## config.mk

```make
export PLATFORM = sky130hd
export DESIGN_NAME = vt_circuit_failure_supervisor
export DESIGN_NICKNAME = d
export VERILOG_FILES = /design/src/hw/vt_circuit_failure_supervisor.v
export VERILOG_INCLUDE_DIRS = /design/src /design/src/hw
export SDC_FILE = /design/constraint.sdc
export NUM_CORES = 1
export LEC_CHECK = 0
export ABC_AREA = 1
export BUFFER_PORTS_ARGS = -buffer_cell sky130_fd_sc_hd__buf_2
export CORE_UTILIZATION = 55
export CTS_BUF_LIST = sky130_fd_sc_hd__clkbuf_4 sky130_fd_sc_hd__clkbuf_8
export CTS_CLUSTER_DIAMETER = 60
export DETAILED_ROUTE_END_ITERATION = 12
export PLACE_DENSITY = 0.9
export SLEW_MARGIN = 10
export SYNTH_ARGS = -nofsm -noshare
export SYNTH_HDL_FRONTEND = slang
export SYNTH_SLANG_ARGS = --single-unit
```

## constraint.sdc

```tcl
create_clock -name i_clk -period 3.59 [get_ports i_clk]
set_input_delay 0.718 -clock i_clk [delete_from_list [all_inputs] [get_ports i_clk]]
set_output_delay 0.718 -clock i_clk [all_outputs]
set_load 0.02 [all_outputs]
```

## src/hw/vt_supervisor_defs.vh

```
`ifndef VT_SUPERVISOR_DEFS_VH
`define VT_SUPERVISOR_DEFS_VH

// ==========================================================
// clock and timing base
// ==========================================================
`define CLK_PERIOD_NS   40
`define MS_IN_NS        1000000
`define TICK_CYCLES_DEF (`MS_IN_NS / `CLK_PERIOD_NS)

// ==========================================================
// supervision timers, in milliseconds
// ==========================================================
`define ARM_DELAY_MS    8'hC8
`define QUAL_DELAY_MS   8'h04
`define CLEAR_DELAY_MS  8'hC8
`define LATCH_AGE_MS    8'h64

// ==========================================================
// failure criterion select
// ==========================================================
`define MODE_ZERO_SEQ   2'h0
`define MODE_NEG_SEQ    2'h1
`define MODE_SPECIAL    2'h2

// ==========================================================
// setting defaults and limits, in percent
// ==========================================================
`define VOLT_THR_DEF    7'h3C
`define CURR_THR_DEF    7'h0A
`define VOLT_THR_MIN    7'h0A
`define CURR_THR_MIN    7'h02
`define THR_MAX         7'h64

`endif

```

## src/hw/vt_circuit_failure_supervisor.v

```verilog
// Notes on behaviour
// - dead line needs all voltages and currents low
// - live line needs all three voltages high
// - per-phase voltage start flags above threshold
// - per-phase current start flags above threshold
// - block input suppresses both line conditions
// - zero-seq: residual voltage high, current low
// - neg-seq: negseq voltage high, current low
// - special: residual voltage high, both currents low
// - arm after live line held 200 ms
// - dead line disarms the supervisor unless the failure latches
// - armed, criterion held 4 ms sets failure
// - supervisor runs only if enabled and unblocked
// - live line, criterion gone 200 ms clears failure
// - dead line after 100 ms failure latches output
// - dead line before 100 ms failure clears output
// - no event records generated here
// - operation setting off/on enables line-state logic
`timescale 1ns/1ps
`default_nettype none
`include "vt_supervisor_defs.vh"

module vt_circuit_failure_supervisor #(
    parameter integer MAG_W       = 16,
    parameter integer FRAC_W      = 8,
    parameter integer TICK_CYCLES = `TICK_CYCLES_DEF
) (
    input  wire             i_clk,                     // 25 MHz block clock
    input  wire             i_reset_n,                 // async reset, active low
    input  wire             i_operation_on,            // operation setting
    input  wire             i_line_state_block_in,     // block input
    input  wire [1:0]       i_mode,                    // criterion select
    input  wire [6:0]       i_voltage_threshold_setting, // percent
    input  wire [6:0]       i_current_threshold_setting, // percent
    input  wire [MAG_W-1:0] i_phase1_voltage,          // magnitude, percent
    input  wire [MAG_W-1:0] i_phase2_voltage,          // magnitude, percent
    input  wire [MAG_W-1:0] i_phase3_voltage,          // magnitude, percent
    input  wire [MAG_W-1:0] i_phase1_current,          // magnitude, percent
    input  wire [MAG_W-1:0] i_phase2_current,          // magnitude, percent
    input  wire [MAG_W-1:0] i_phase3_current,          // magnitude, percent
    input  wire [MAG_W-1:0] i_residual_voltage,        // magnitude, percent
    input  wire [MAG_W-1:0] i_residual_current,        // magnitude, percent
    input  wire [MAG_W-1:0] i_negseq_voltage,          // magnitude, percent
    input  wire [MAG_W-1:0] i_negseq_current,          // magnitude, percent
    output reg              o_phase1_voltage_start,    // U1 above threshold
    output reg              o_phase2_voltage_start,    // U2 above threshold
    output reg              o_phase3_voltage_start,    // U3 above threshold
    output reg              o_phase1_current_start,    // I1 above threshold
    output reg              o_phase2_current_start,    // I2 above threshold
    output reg              o_phase3_current_start,    // I3 above threshold
    output reg              o_dead_line_flag,          // dead line state
    output reg              o_live_line_flag,          // live line state
    output reg              o_supervisor_armed,        // supervision armed
    output reg              o_circuit_failure_out      // circuit failure
);

    // ==========================================================
    // states
    // ==========================================================
    localparam [1:0] ST_DISARMED = 2'h0;
    localparam [1:0] ST_ARMED    = 2'h1;
    localparam [1:0] ST_FAIL     = 2'h2;
    localparam [1:0] ST_LATCHED  = 2'h3;

    localparam [15:0] TICK_LAST = TICK_CYCLES[15:0] - 16'h0001;

    // ==========================================================
    // timer limits, in ms ticks
    // ==========================================================
    localparam [7:0] ARM_LIMIT   = `ARM_DELAY_MS;
    localparam [7:0] QUAL_LIMIT  = `QUAL_DELAY_MS;
    localparam [7:0] CLEAR_LIMIT = `CLEAR_DELAY_MS;
    localparam [7:0] LATCH_LIMIT = `LATCH_AGE_MS;

    // ==========================================================
    // helpers
    // ==========================================================
    // percent setting placed on the magnitude's fixed-point grid
    function [MAG_W-1:0] scale_thr;
        input [6:0] thr;
        begin
            scale_thr = {{(MAG_W-7-FRAC_W){1'b0}}, thr, {FRAC_W{1'b0}}};
        end
    endfunction

    // saturating millisecond step, stops at 8'hFF
    function [7:0] ms_step;
        input [7:0] cnt;
        input       tick;
        begin
            if (tick && cnt != 8'hFF) begin
                ms_step = cnt + 8'h01;
            end else begin
                ms_step = cnt;
            end
        end
    endfunction

    // strict compares: equal to the threshold is neither above nor below
    function above;
        input [MAG_W-1:0] mag;
        input [MAG_W-1:0] thr;
        begin
            above = mag > thr;
        end
    endfunction

    function below;
        input [MAG_W-1:0] mag;
        input [MAG_W-1:0] thr;
        begin
            below = mag < thr;
        end
    endfunction

    // past the limit, so N+1 ticks: at least N ms whatever the tick phase
    function expired;
        input [7:0] cnt;
        input [7:0] lim;
        begin
            expired = cnt > lim;
        end
    endfunction

    // ==========================================================
    // reset release
    // ==========================================================
    reg rst_meta_r;
    reg rst_sync_r;

    always @(posedge i_clk or negedge i_reset_n) begin
        if (!i_reset_n) begin
            rst_meta_r <= 1'b0;
            rst_sync_r <= 1'b0;
        end else begin
            rst_meta_r <= 1'b1;
            rst_sync_r <= rst_meta_r;
        end
    end

    wire rst_n = rst_sync_r;

    // ==========================================================
    // 1 ms tick
    // ==========================================================
    reg [15:0] tick_cnt_r;
    reg        tick_r;

    always @(posedge i_clk or negedge rst_n) begin
        if (!rst_n) begin
            tick_cnt_r <= 16'h0000;
            tick_r     <= 1'b0;
        end else if (tick_cnt_r == TICK_LAST) begin
            tick_cnt_r <= 16'h0000;
            tick_r     <= 1'b1;
        end else begin
            tick_cnt_r <= tick_cnt_r + 16'h0001;
            tick_r     <= 1'b0;
        end
    end

    // ==========================================================
    // line-state comparisons
    // ==========================================================
    // settings outside their range are the setting source's to avoid
    wire [MAG_W-1:0] u_thr = scale_thr(i_voltage_threshold_setting);
    wire [MAG_W-1:0] i_thr = scale_thr(i_current_threshold_setting);

    wire enabled = i_operation_on && !i_line_state_block_in;

    wire u1_hi = above(i_phase1_voltage, u_thr);
    wire u2_hi = above(i_phase2_voltage, u_thr);
    wire u3_hi = above(i_phase3_voltage, u_thr);
    wire c1_hi = above(i_phase1_current, i_thr);
    wire c2_hi = above(i_phase2_current, i_thr);
    wire c3_hi = above(i_phase3_current, i_thr);
    wire u1_lo = below(i_phase1_voltage, u_thr);
    wire u2_lo = below(i_phase2_voltage, u_thr);
    wire u3_lo = below(i_phase3_voltage, u_thr);
    wire c1_lo = below(i_phase1_current, i_thr);
    wire c2_lo = below(i_phase2_current, i_thr);
    wire c3_lo = below(i_phase3_current, i_thr);

    wire dead_now = u1_lo && u2_lo && u3_lo && c1_lo && c2_lo && c3_lo;
    wire live_now = u1_hi && u2_hi && u3_hi;

    // outputs go quiet while the line-state logic is disabled
    always @(posedge i_clk or negedge rst_n) begin
        if (!rst_n) begin
            o_phase1_voltage_start <= 1'b0;
            o_phase2_voltage_start <= 1'b0;
            o_phase3_voltage_start <= 1'b0;
            o_phase1_current_start <= 1'b0;
            o_phase2_current_start <= 1'b0;
            o_phase3_current_start <= 1'b0;
            o_dead_line_flag       <= 1'b0;
            o_live_line_flag       <= 1'b0;
        end else begin
            o_phase1_voltage_start <= enabled && u1_hi;
            o_phase2_voltage_start <= enabled && u2_hi;
            o_phase3_voltage_start <= enabled && u3_hi;
            o_phase1_current_start <= enabled && c1_hi;
            o_phase2_current_start <= enabled && c2_hi;
            o_phase3_current_start <= enabled && c3_hi;
            o_dead_line_flag       <= enabled && dead_now;
            o_live_line_flag       <= enabled && live_now;
        end
    end

    // ==========================================================
    // failure criterion
    // ==========================================================
    wire res_u_hi = above(i_residual_voltage, u_thr);
    wire res_i_lo = below(i_residual_current, i_thr);
    wire neg_u_hi = above(i_negseq_voltage, u_thr);
    wire neg_i_lo = below(i_negseq_current, i_thr);

    reg crit;

    always @* begin
        case (i_mode)
            `MODE_NEG_SEQ: begin
                crit = neg_u_hi && neg_i_lo;
            end
            `MODE_SPECIAL: begin
                crit = res_u_hi && res_i_lo && neg_i_lo;
            end
            default: begin
                crit = res_u_hi && res_i_lo;
            end
        endcase
    end

    // ==========================================================
    // supervision core
    // ==========================================================
    // timers need N+1 ticks: the first tick may land early, so the
    // held time is at least N ms and under N+1 ms
    reg [1:0] state_r;
    reg [1:0] state_nxt;
    reg [7:0] arm_cnt_r;
    reg [7:0] arm_cnt_nxt;
    reg [7:0] qual_cnt_r;
    reg [7:0] qual_cnt_nxt;
    reg [7:0] clr_cnt_r;
    reg [7:0] clr_cnt_nxt;
    reg [7:0] age_cnt_r;
    reg [7:0] age_cnt_nxt;
    reg       dead_d_r;

    wire live = o_live_line_flag;
    wire dead = o_dead_line_flag;
    wire dead_start = dead && !dead_d_r;

    always @* begin
        state_nxt    = state_r;
        arm_cnt_nxt  = 8'h00;
        qual_cnt_nxt = 8'h00;
        clr_cnt_nxt  = 8'h00;
        age_cnt_nxt  = age_cnt_r;
        case (state_r)
            ST_DISARMED: begin
                age_cnt_nxt = 8'h00;
                if (live) begin
                    arm_cnt_nxt = ms_step(arm_cnt_r, tick_r);
                end
                if (expired(arm_cnt_r, ARM_LIMIT)) begin
                    state_nxt   = ST_ARMED;
                    arm_cnt_nxt = 8'h00;
                end
            end
            ST_ARMED: begin
                age_cnt_nxt = 8'h00;
                if (crit) begin
                    qual_cnt_nxt = ms_step(qual_cnt_r, tick_r);
                end
                if (dead) begin
                    state_nxt = ST_DISARMED;
                end else if (expired(qual_cnt_r, QUAL_LIMIT)) begin
                    state_nxt = ST_FAIL;
                end
            end
            ST_FAIL: begin
                age_cnt_nxt = ms_step(age_cnt_r, tick_r);
                if (live && !crit) begin
                    clr_cnt_nxt = ms_step(clr_cnt_r, tick_r);
                end
                if (dead_start) begin
                    if (expired(age_cnt_r, LATCH_LIMIT)) begin
                        state_nxt = ST_LATCHED;
                    end else begin
                        state_nxt = ST_DISARMED;
                    end
                end else if (expired(clr_cnt_r, CLEAR_LIMIT)) begin
                    state_nxt = ST_ARMED;
                end
            end
            ST_LATCHED: begin
                // held through the open period; reclosing resumes
                // the live-line clearing path
                if (live) begin
                    state_nxt = ST_FAIL;
                end
            end
            default: begin
                state_nxt = ST_DISARMED;
            end
        endcase
        if (!enabled) begin
            state_nxt   = ST_DISARMED;
            age_cnt_nxt = 8'h00;
        end
    end

    always @(posedge i_clk or negedge rst_n) begin
        if (!rst_n) begin
            state_r               <= ST_DISARMED;
            arm_cnt_r             <= 8'h00;
            qual_cnt_r            <= 8'h00;
            clr_cnt_r             <= 8'h00;
            age_cnt_r             <= 8'h00;
            dead_d_r              <= 1'b0;
            o_supervisor_armed    <= 1'b0;
            o_circuit_failure_out <= 1'b0;
        end else begin
            state_r               <= state_nxt;
            arm_cnt_r             <= arm_cnt_nxt;
            qual_cnt_r            <= qual_cnt_nxt;
            clr_cnt_r             <= clr_cnt_nxt;
            age_cnt_r             <= age_cnt_nxt;
            dead_d_r              <= dead;
            o_supervisor_armed    <= state_nxt != ST_DISARMED;
            // no event logic: downstream blocks watch this level
            o_circuit_failure_out <= state_nxt == ST_FAIL ||
                                     state_nxt == ST_LATCHED;
        end
    end

endmodule

`default_nettype wire

```

==> summary by stage <==
Critical path
The type of the setup path with the least slack is input port to register. The critical path goes through buf_2, inv_1, ha_1, a21oi_1, nor2_1, nor2_1, nand2_1, nand2_1, nand2_1, nand2_1, nand2_1, nand2_1, nand2_1, nor2_1. The required time at the endpoint of the critical path is 3.86 ns.

The cell with the most instances on the worst path is sky130_fd_sc_hd__nand2_1. The endpoint arrival time on the critical path is 2.35 ns. The slowest cell on the critical path is sky130_fd_sc_hd__ha_1.

The largest fanout of any net on the critical path is 8. The kind of end point of the critical path is a register. The cell count along the critical path is 14.

The launching element type of the critical path is an input port. The critical path's largest stage delay is 0.30 ns. In this run the register-to-register setup slack is 1.65 ns. The family with the most delay on the worst path is simple AND/OR/NAND/NOR gates. The worst register-to-register path has a depth of 12. The worst reg2reg path endpoint is arm_cnt_r[5]. The worst register-to-register path begins at arm_cnt_r[0]. The number of buffer and inverter stages on the critical path is 2.

Synthesis
The prevailing post-synth register cell is sky130_fd_sc_hd__dfrtp_1. The synthesis warning total is 0. The per-instance average area after synthesis is 7.46 sq um. The share of the Yosys chip area taken by registers is 30.7%. The mapped netlist covers 5220 sq um.

The number of flops mapped to enable cells by yosys is 0. The post-synth net total is 958. In this run, distinct cell masters in the synthesized netlist total 42. In the synthesized netlist, the number of instances is 700. In this run, synthesis produced a sequential element count of 64.

The async set-or-reset flop fraction in the synthesized netlist is 100%.

Cells and area
The multi-input gate area in the final layout is 3150 sq um. The number of nets in the layout is 1143. Leaving out filler cells and counting taps, the final layout contains 1001. The number of antenna diodes in the final layout is 0. After filler insertion, the fill cell instance count of the layout stands at 742.

Once layout is done, the placed cells without fillers occupy 6420 sq um. The post-route netlist has 24.0% of its cells at a drive strength greater than 1. The area of all sequential standard cells is 1600 sq um. The area growth from synthesis to layout is 23.1%.

Clock network
The number of setup buffers added after CTS is 0. The clock latency of the later-clocked register in the worst-skew pair is 0.35 ns. After clock tree synthesis, the clock-pin slew on the worst setup and hold paths is 0.07 ns. CTS built an H-tree with a depth of 3. In this run the clock root is driven by a sky130_fd_sc_hd__clkbuf_8.

The hold buffer count at cts is 0. The count of cells resized by post-cts repair is 0. In this run, CTS created clock tree buffers numbering 9. The TritonCTS clock tree is done. The number of buffers on the longest clock path is 2. The clock net in this run drives a total of 64 sinks.

Timing
The final setup slack of the worst path is 1.51 ns. The transition time at the pin with the least slew margin is 0.640 ns. In this run the tightest slew margin relative to its limit is 57.3%. The count of endpoints failing hold in the final timing report is 0. The final-report max-slew violation count is 0. Setup repair after global routing left no endpoint under its margin. The post-route minimum period is 2.08 ns. Across the routed clock network, the largest skew measured is 0.00641 ns.

The final clock period utilization by the worst path is 57.8%. The final count of negative-setup-slack endpoints is 0. The achievable frequency is 482 MHz. In the final timing run, aggregate negative setup slack is 0 ns.

Global route
The first-pass GRT wire length is 22200 um. The total grt overflow is 0. The initial antenna violation count is 0. In the global route stage, overall resource usage came out at 28.2%. The maximum number of pins on one net before global-route repair is 33. The number of global-route vias before repair is 5282.

Route
For this block, the initial DRC count from the detailed router was 206. The final layout contains routed wiring with a total length of 13000 um. The DRC violation count after routing is 1.

The iteration count of the initial detailed-routing pass is 10. Dividing the detail-routed wire length by the instance count gives 13.0 um. The number of routed nets with antenna violations is 0. Using the TritonRoute via totals, the vias-per-cell ratio works out to 5.28. The vias after detailed routing is 5285.

Place
The placer's final routability congestion estimate is 0.884. The count of buffers added on input and output ports is 173. The cell count after placement is 985.

Timing analysis after detailed placement gives a worst setup slack of 1.18 ns. The placed wire-length estimate is 10900 um. Once placement finished, the instance area stood at 6230 sq um.

Pwr
The ratio of total power to cell area is 259 nW/um^2. Across the VDD grid, the largest voltage drop is 0.188 mV. For this design the static power due to leakage is 0.00342 uW.

Status
The final reports fail on DRC. The run finished, with violations left.

Die
Once the floorplan was initialized, standard cells occupied 56.8% of the core. The top-level I/O count is 190. After floorplanning, the core was sized to cover 9200 sq um. The die covers 9880 sq um.

After floorplanning, the core was divided into 35 placement rows. The die outline height is 99.4 um. The die is 99.4 um wide.

Worst hold path
The worst hold path belongs to the class input port to asynchronous set/reset pin.

Job
The max capacitance violation total is 0.
[per-layer routing]
layer | vias to the layer above | share of wire [%] | track usage, %
li1 | 2659 | - | -
met1 | 2409 | 41 | 31.3
met2 | 175 | 51 | 51.3
met3 | 42 | 4.9 | 4.78
met4 | 0 | 4.0 | 15.3
met5 | - | 0 | 0
[state kept, by name (all words and copies together) (netlist names)]
name                    cells
o_phase2_current_start      1
arm_cnt_r                   8
tick_r                      1
o_supervisor_armed          1
o_phase1_voltage_start      1
o_phase3_voltage_start      1
state_r                     2
clr_cnt_r                   8
o_phase1_current_start      1
age_cnt_r                   8
rst_n                       1
o_dead_line_flag            1
o_circuit_failure_out       1
rst_meta_r                  1
o_phase2_voltage_start      1
o_live_line_flag            1
tick_cnt_r                 16
dead_d_r                    1
qual_cnt_r                  8
o_phase3_current_start      1
[cell families (layout without fill, tap and decap cells)]
| group | count (synthesis) | in the layout | share of synthesized area (%) |
|---|---|---|---|
| AOI/OAI and AO/OA | 86 | 86 | 9.54 |
| adders and majority gates | 78 | 78 | 18.7 |
| DFF | 64 | 64 | 30.7 |
| other | 1 | 1 | 0.0718 |
| buffers and inverters | 126 | 316 | 9.06 |
| xor gates and xnor gates | 21 | 21 | 3.52 |
| and+or+nand+nor | 324 | 324 | 28.4 |
[cell type report]
class,instances,share of cell area (%)
multi-input combinational,510,49.0
sequential,64,24.9
timing repair buffer,174,13.6
inverter,126,7.36
tap,111,2.16
clock buffer,10,2.04
clock inverter,6,0.935
[power by group]
part           total, uW  internal, uW  switching (uW)
registers            734           726            7.92
logic                326           153             173
clock network        601           324             277
[layout by cell type, fill, tap and decap left out, types with 17 or more instances in the layout]
| cell | netlist | final |
|---|---|---|
| sky130_fd_sc_hd__nand2_1 | 111 | 111 |
| sky130_fd_sc_hd__ha_1 | 78 | 78 |
| sky130_fd_sc_hd__o21ai_0 | 30 | 30 |
| sky130_fd_sc_hd__dfrtp_1 | 64 | 63 |
| sky130_fd_sc_hd__a21oi_1 | 33 | 33 |
| sky130_fd_sc_hd__nor3_1 | 18 | 18 |
| sky130_fd_sc_hd__nor2_1 | 101 | 101 |
| sky130_fd_sc_hd__xor2_1 | 17 | 17 |
| sky130_fd_sc_hd__nand3_1 | 36 | 36 |
| sky130_fd_sc_hd__buf_2 | 0 | 173 |
| sky130_fd_sc_hd__inv_1 | 125 | 125 |
[worst max-delay path by stage]
stage	startpoint	endpoint	slack [ns]
after floorplan	i_voltage_threshold_setting[6]	clr_cnt_r[0]	1.61
after global placement	i_voltage_threshold_setting[5]	clr_cnt_r[4]	1.22
after detailed placement	i_voltage_threshold_setting[5]	clr_cnt_r[0]	1.18
after CTS	i_voltage_threshold_setting[5]	clr_cnt_r[0]	1.54
after global routing	i_voltage_threshold_setting[5]	clr_cnt_r[0]	1.24
final	i_voltage_threshold_setting[5]	clr_cnt_r[0]	1.51
[synth_stat cells (2+ instances only)]
library cell	instances	share of area, %
sky130_fd_sc_hd__a211oi_1	3	0.43
sky130_fd_sc_hd__a21o_1	3	0.43
sky130_fd_sc_hd__a21oi_1	33	3.2
sky130_fd_sc_hd__a21oi_2	2	0.34
sky130_fd_sc_hd__and3_1	3	0.36
sky130_fd_sc_hd__dfrtp_1	64	31
sky130_fd_sc_hd__ha_1	78	19
sky130_fd_sc_hd__inv_1	125	9.0
sky130_fd_sc_hd__nand2_1	111	8.0
sky130_fd_sc_hd__nand2_2	4	0.48
sky130_fd_sc_hd__nand3_1	36	3.5
sky130_fd_sc_hd__nand3b_1	3	0.43
sky130_fd_sc_hd__nand4_1	16	1.9
sky130_fd_sc_hd__nor2_1	101	7.3
sky130_fd_sc_hd__nor2_2	6	0.72
sky130_fd_sc_hd__nor3_1	18	1.7
sky130_fd_sc_hd__nor3b_1	2	0.29
sky130_fd_sc_hd__nor4_1	15	1.8
sky130_fd_sc_hd__o211ai_1	2	0.29
sky130_fd_sc_hd__o21a_1	3	0.43
sky130_fd_sc_hd__o21ai_0	30	2.9
sky130_fd_sc_hd__o21ai_1	2	0.19
sky130_fd_sc_hd__o21ai_2	2	0.34
sky130_fd_sc_hd__xnor2_1	4	0.67
sky130_fd_sc_hd__xor2_1	17	2.9
[metrics by stage]
step | util, % | total power (uW) | hold slack (ns)
floorplan | - | 922 | 0.331
global placement | 67.8 | 1060 | 0.325
detailed placement | 67.8 | 1070 | 0.319
CTS | 69.9 | 1670 | 0.128
global route | 69.9 | 1760 | 0.127
finish | 69.9 | 1660 | 0.138
No activity file was read; power rests on OpenSTA's default activity.
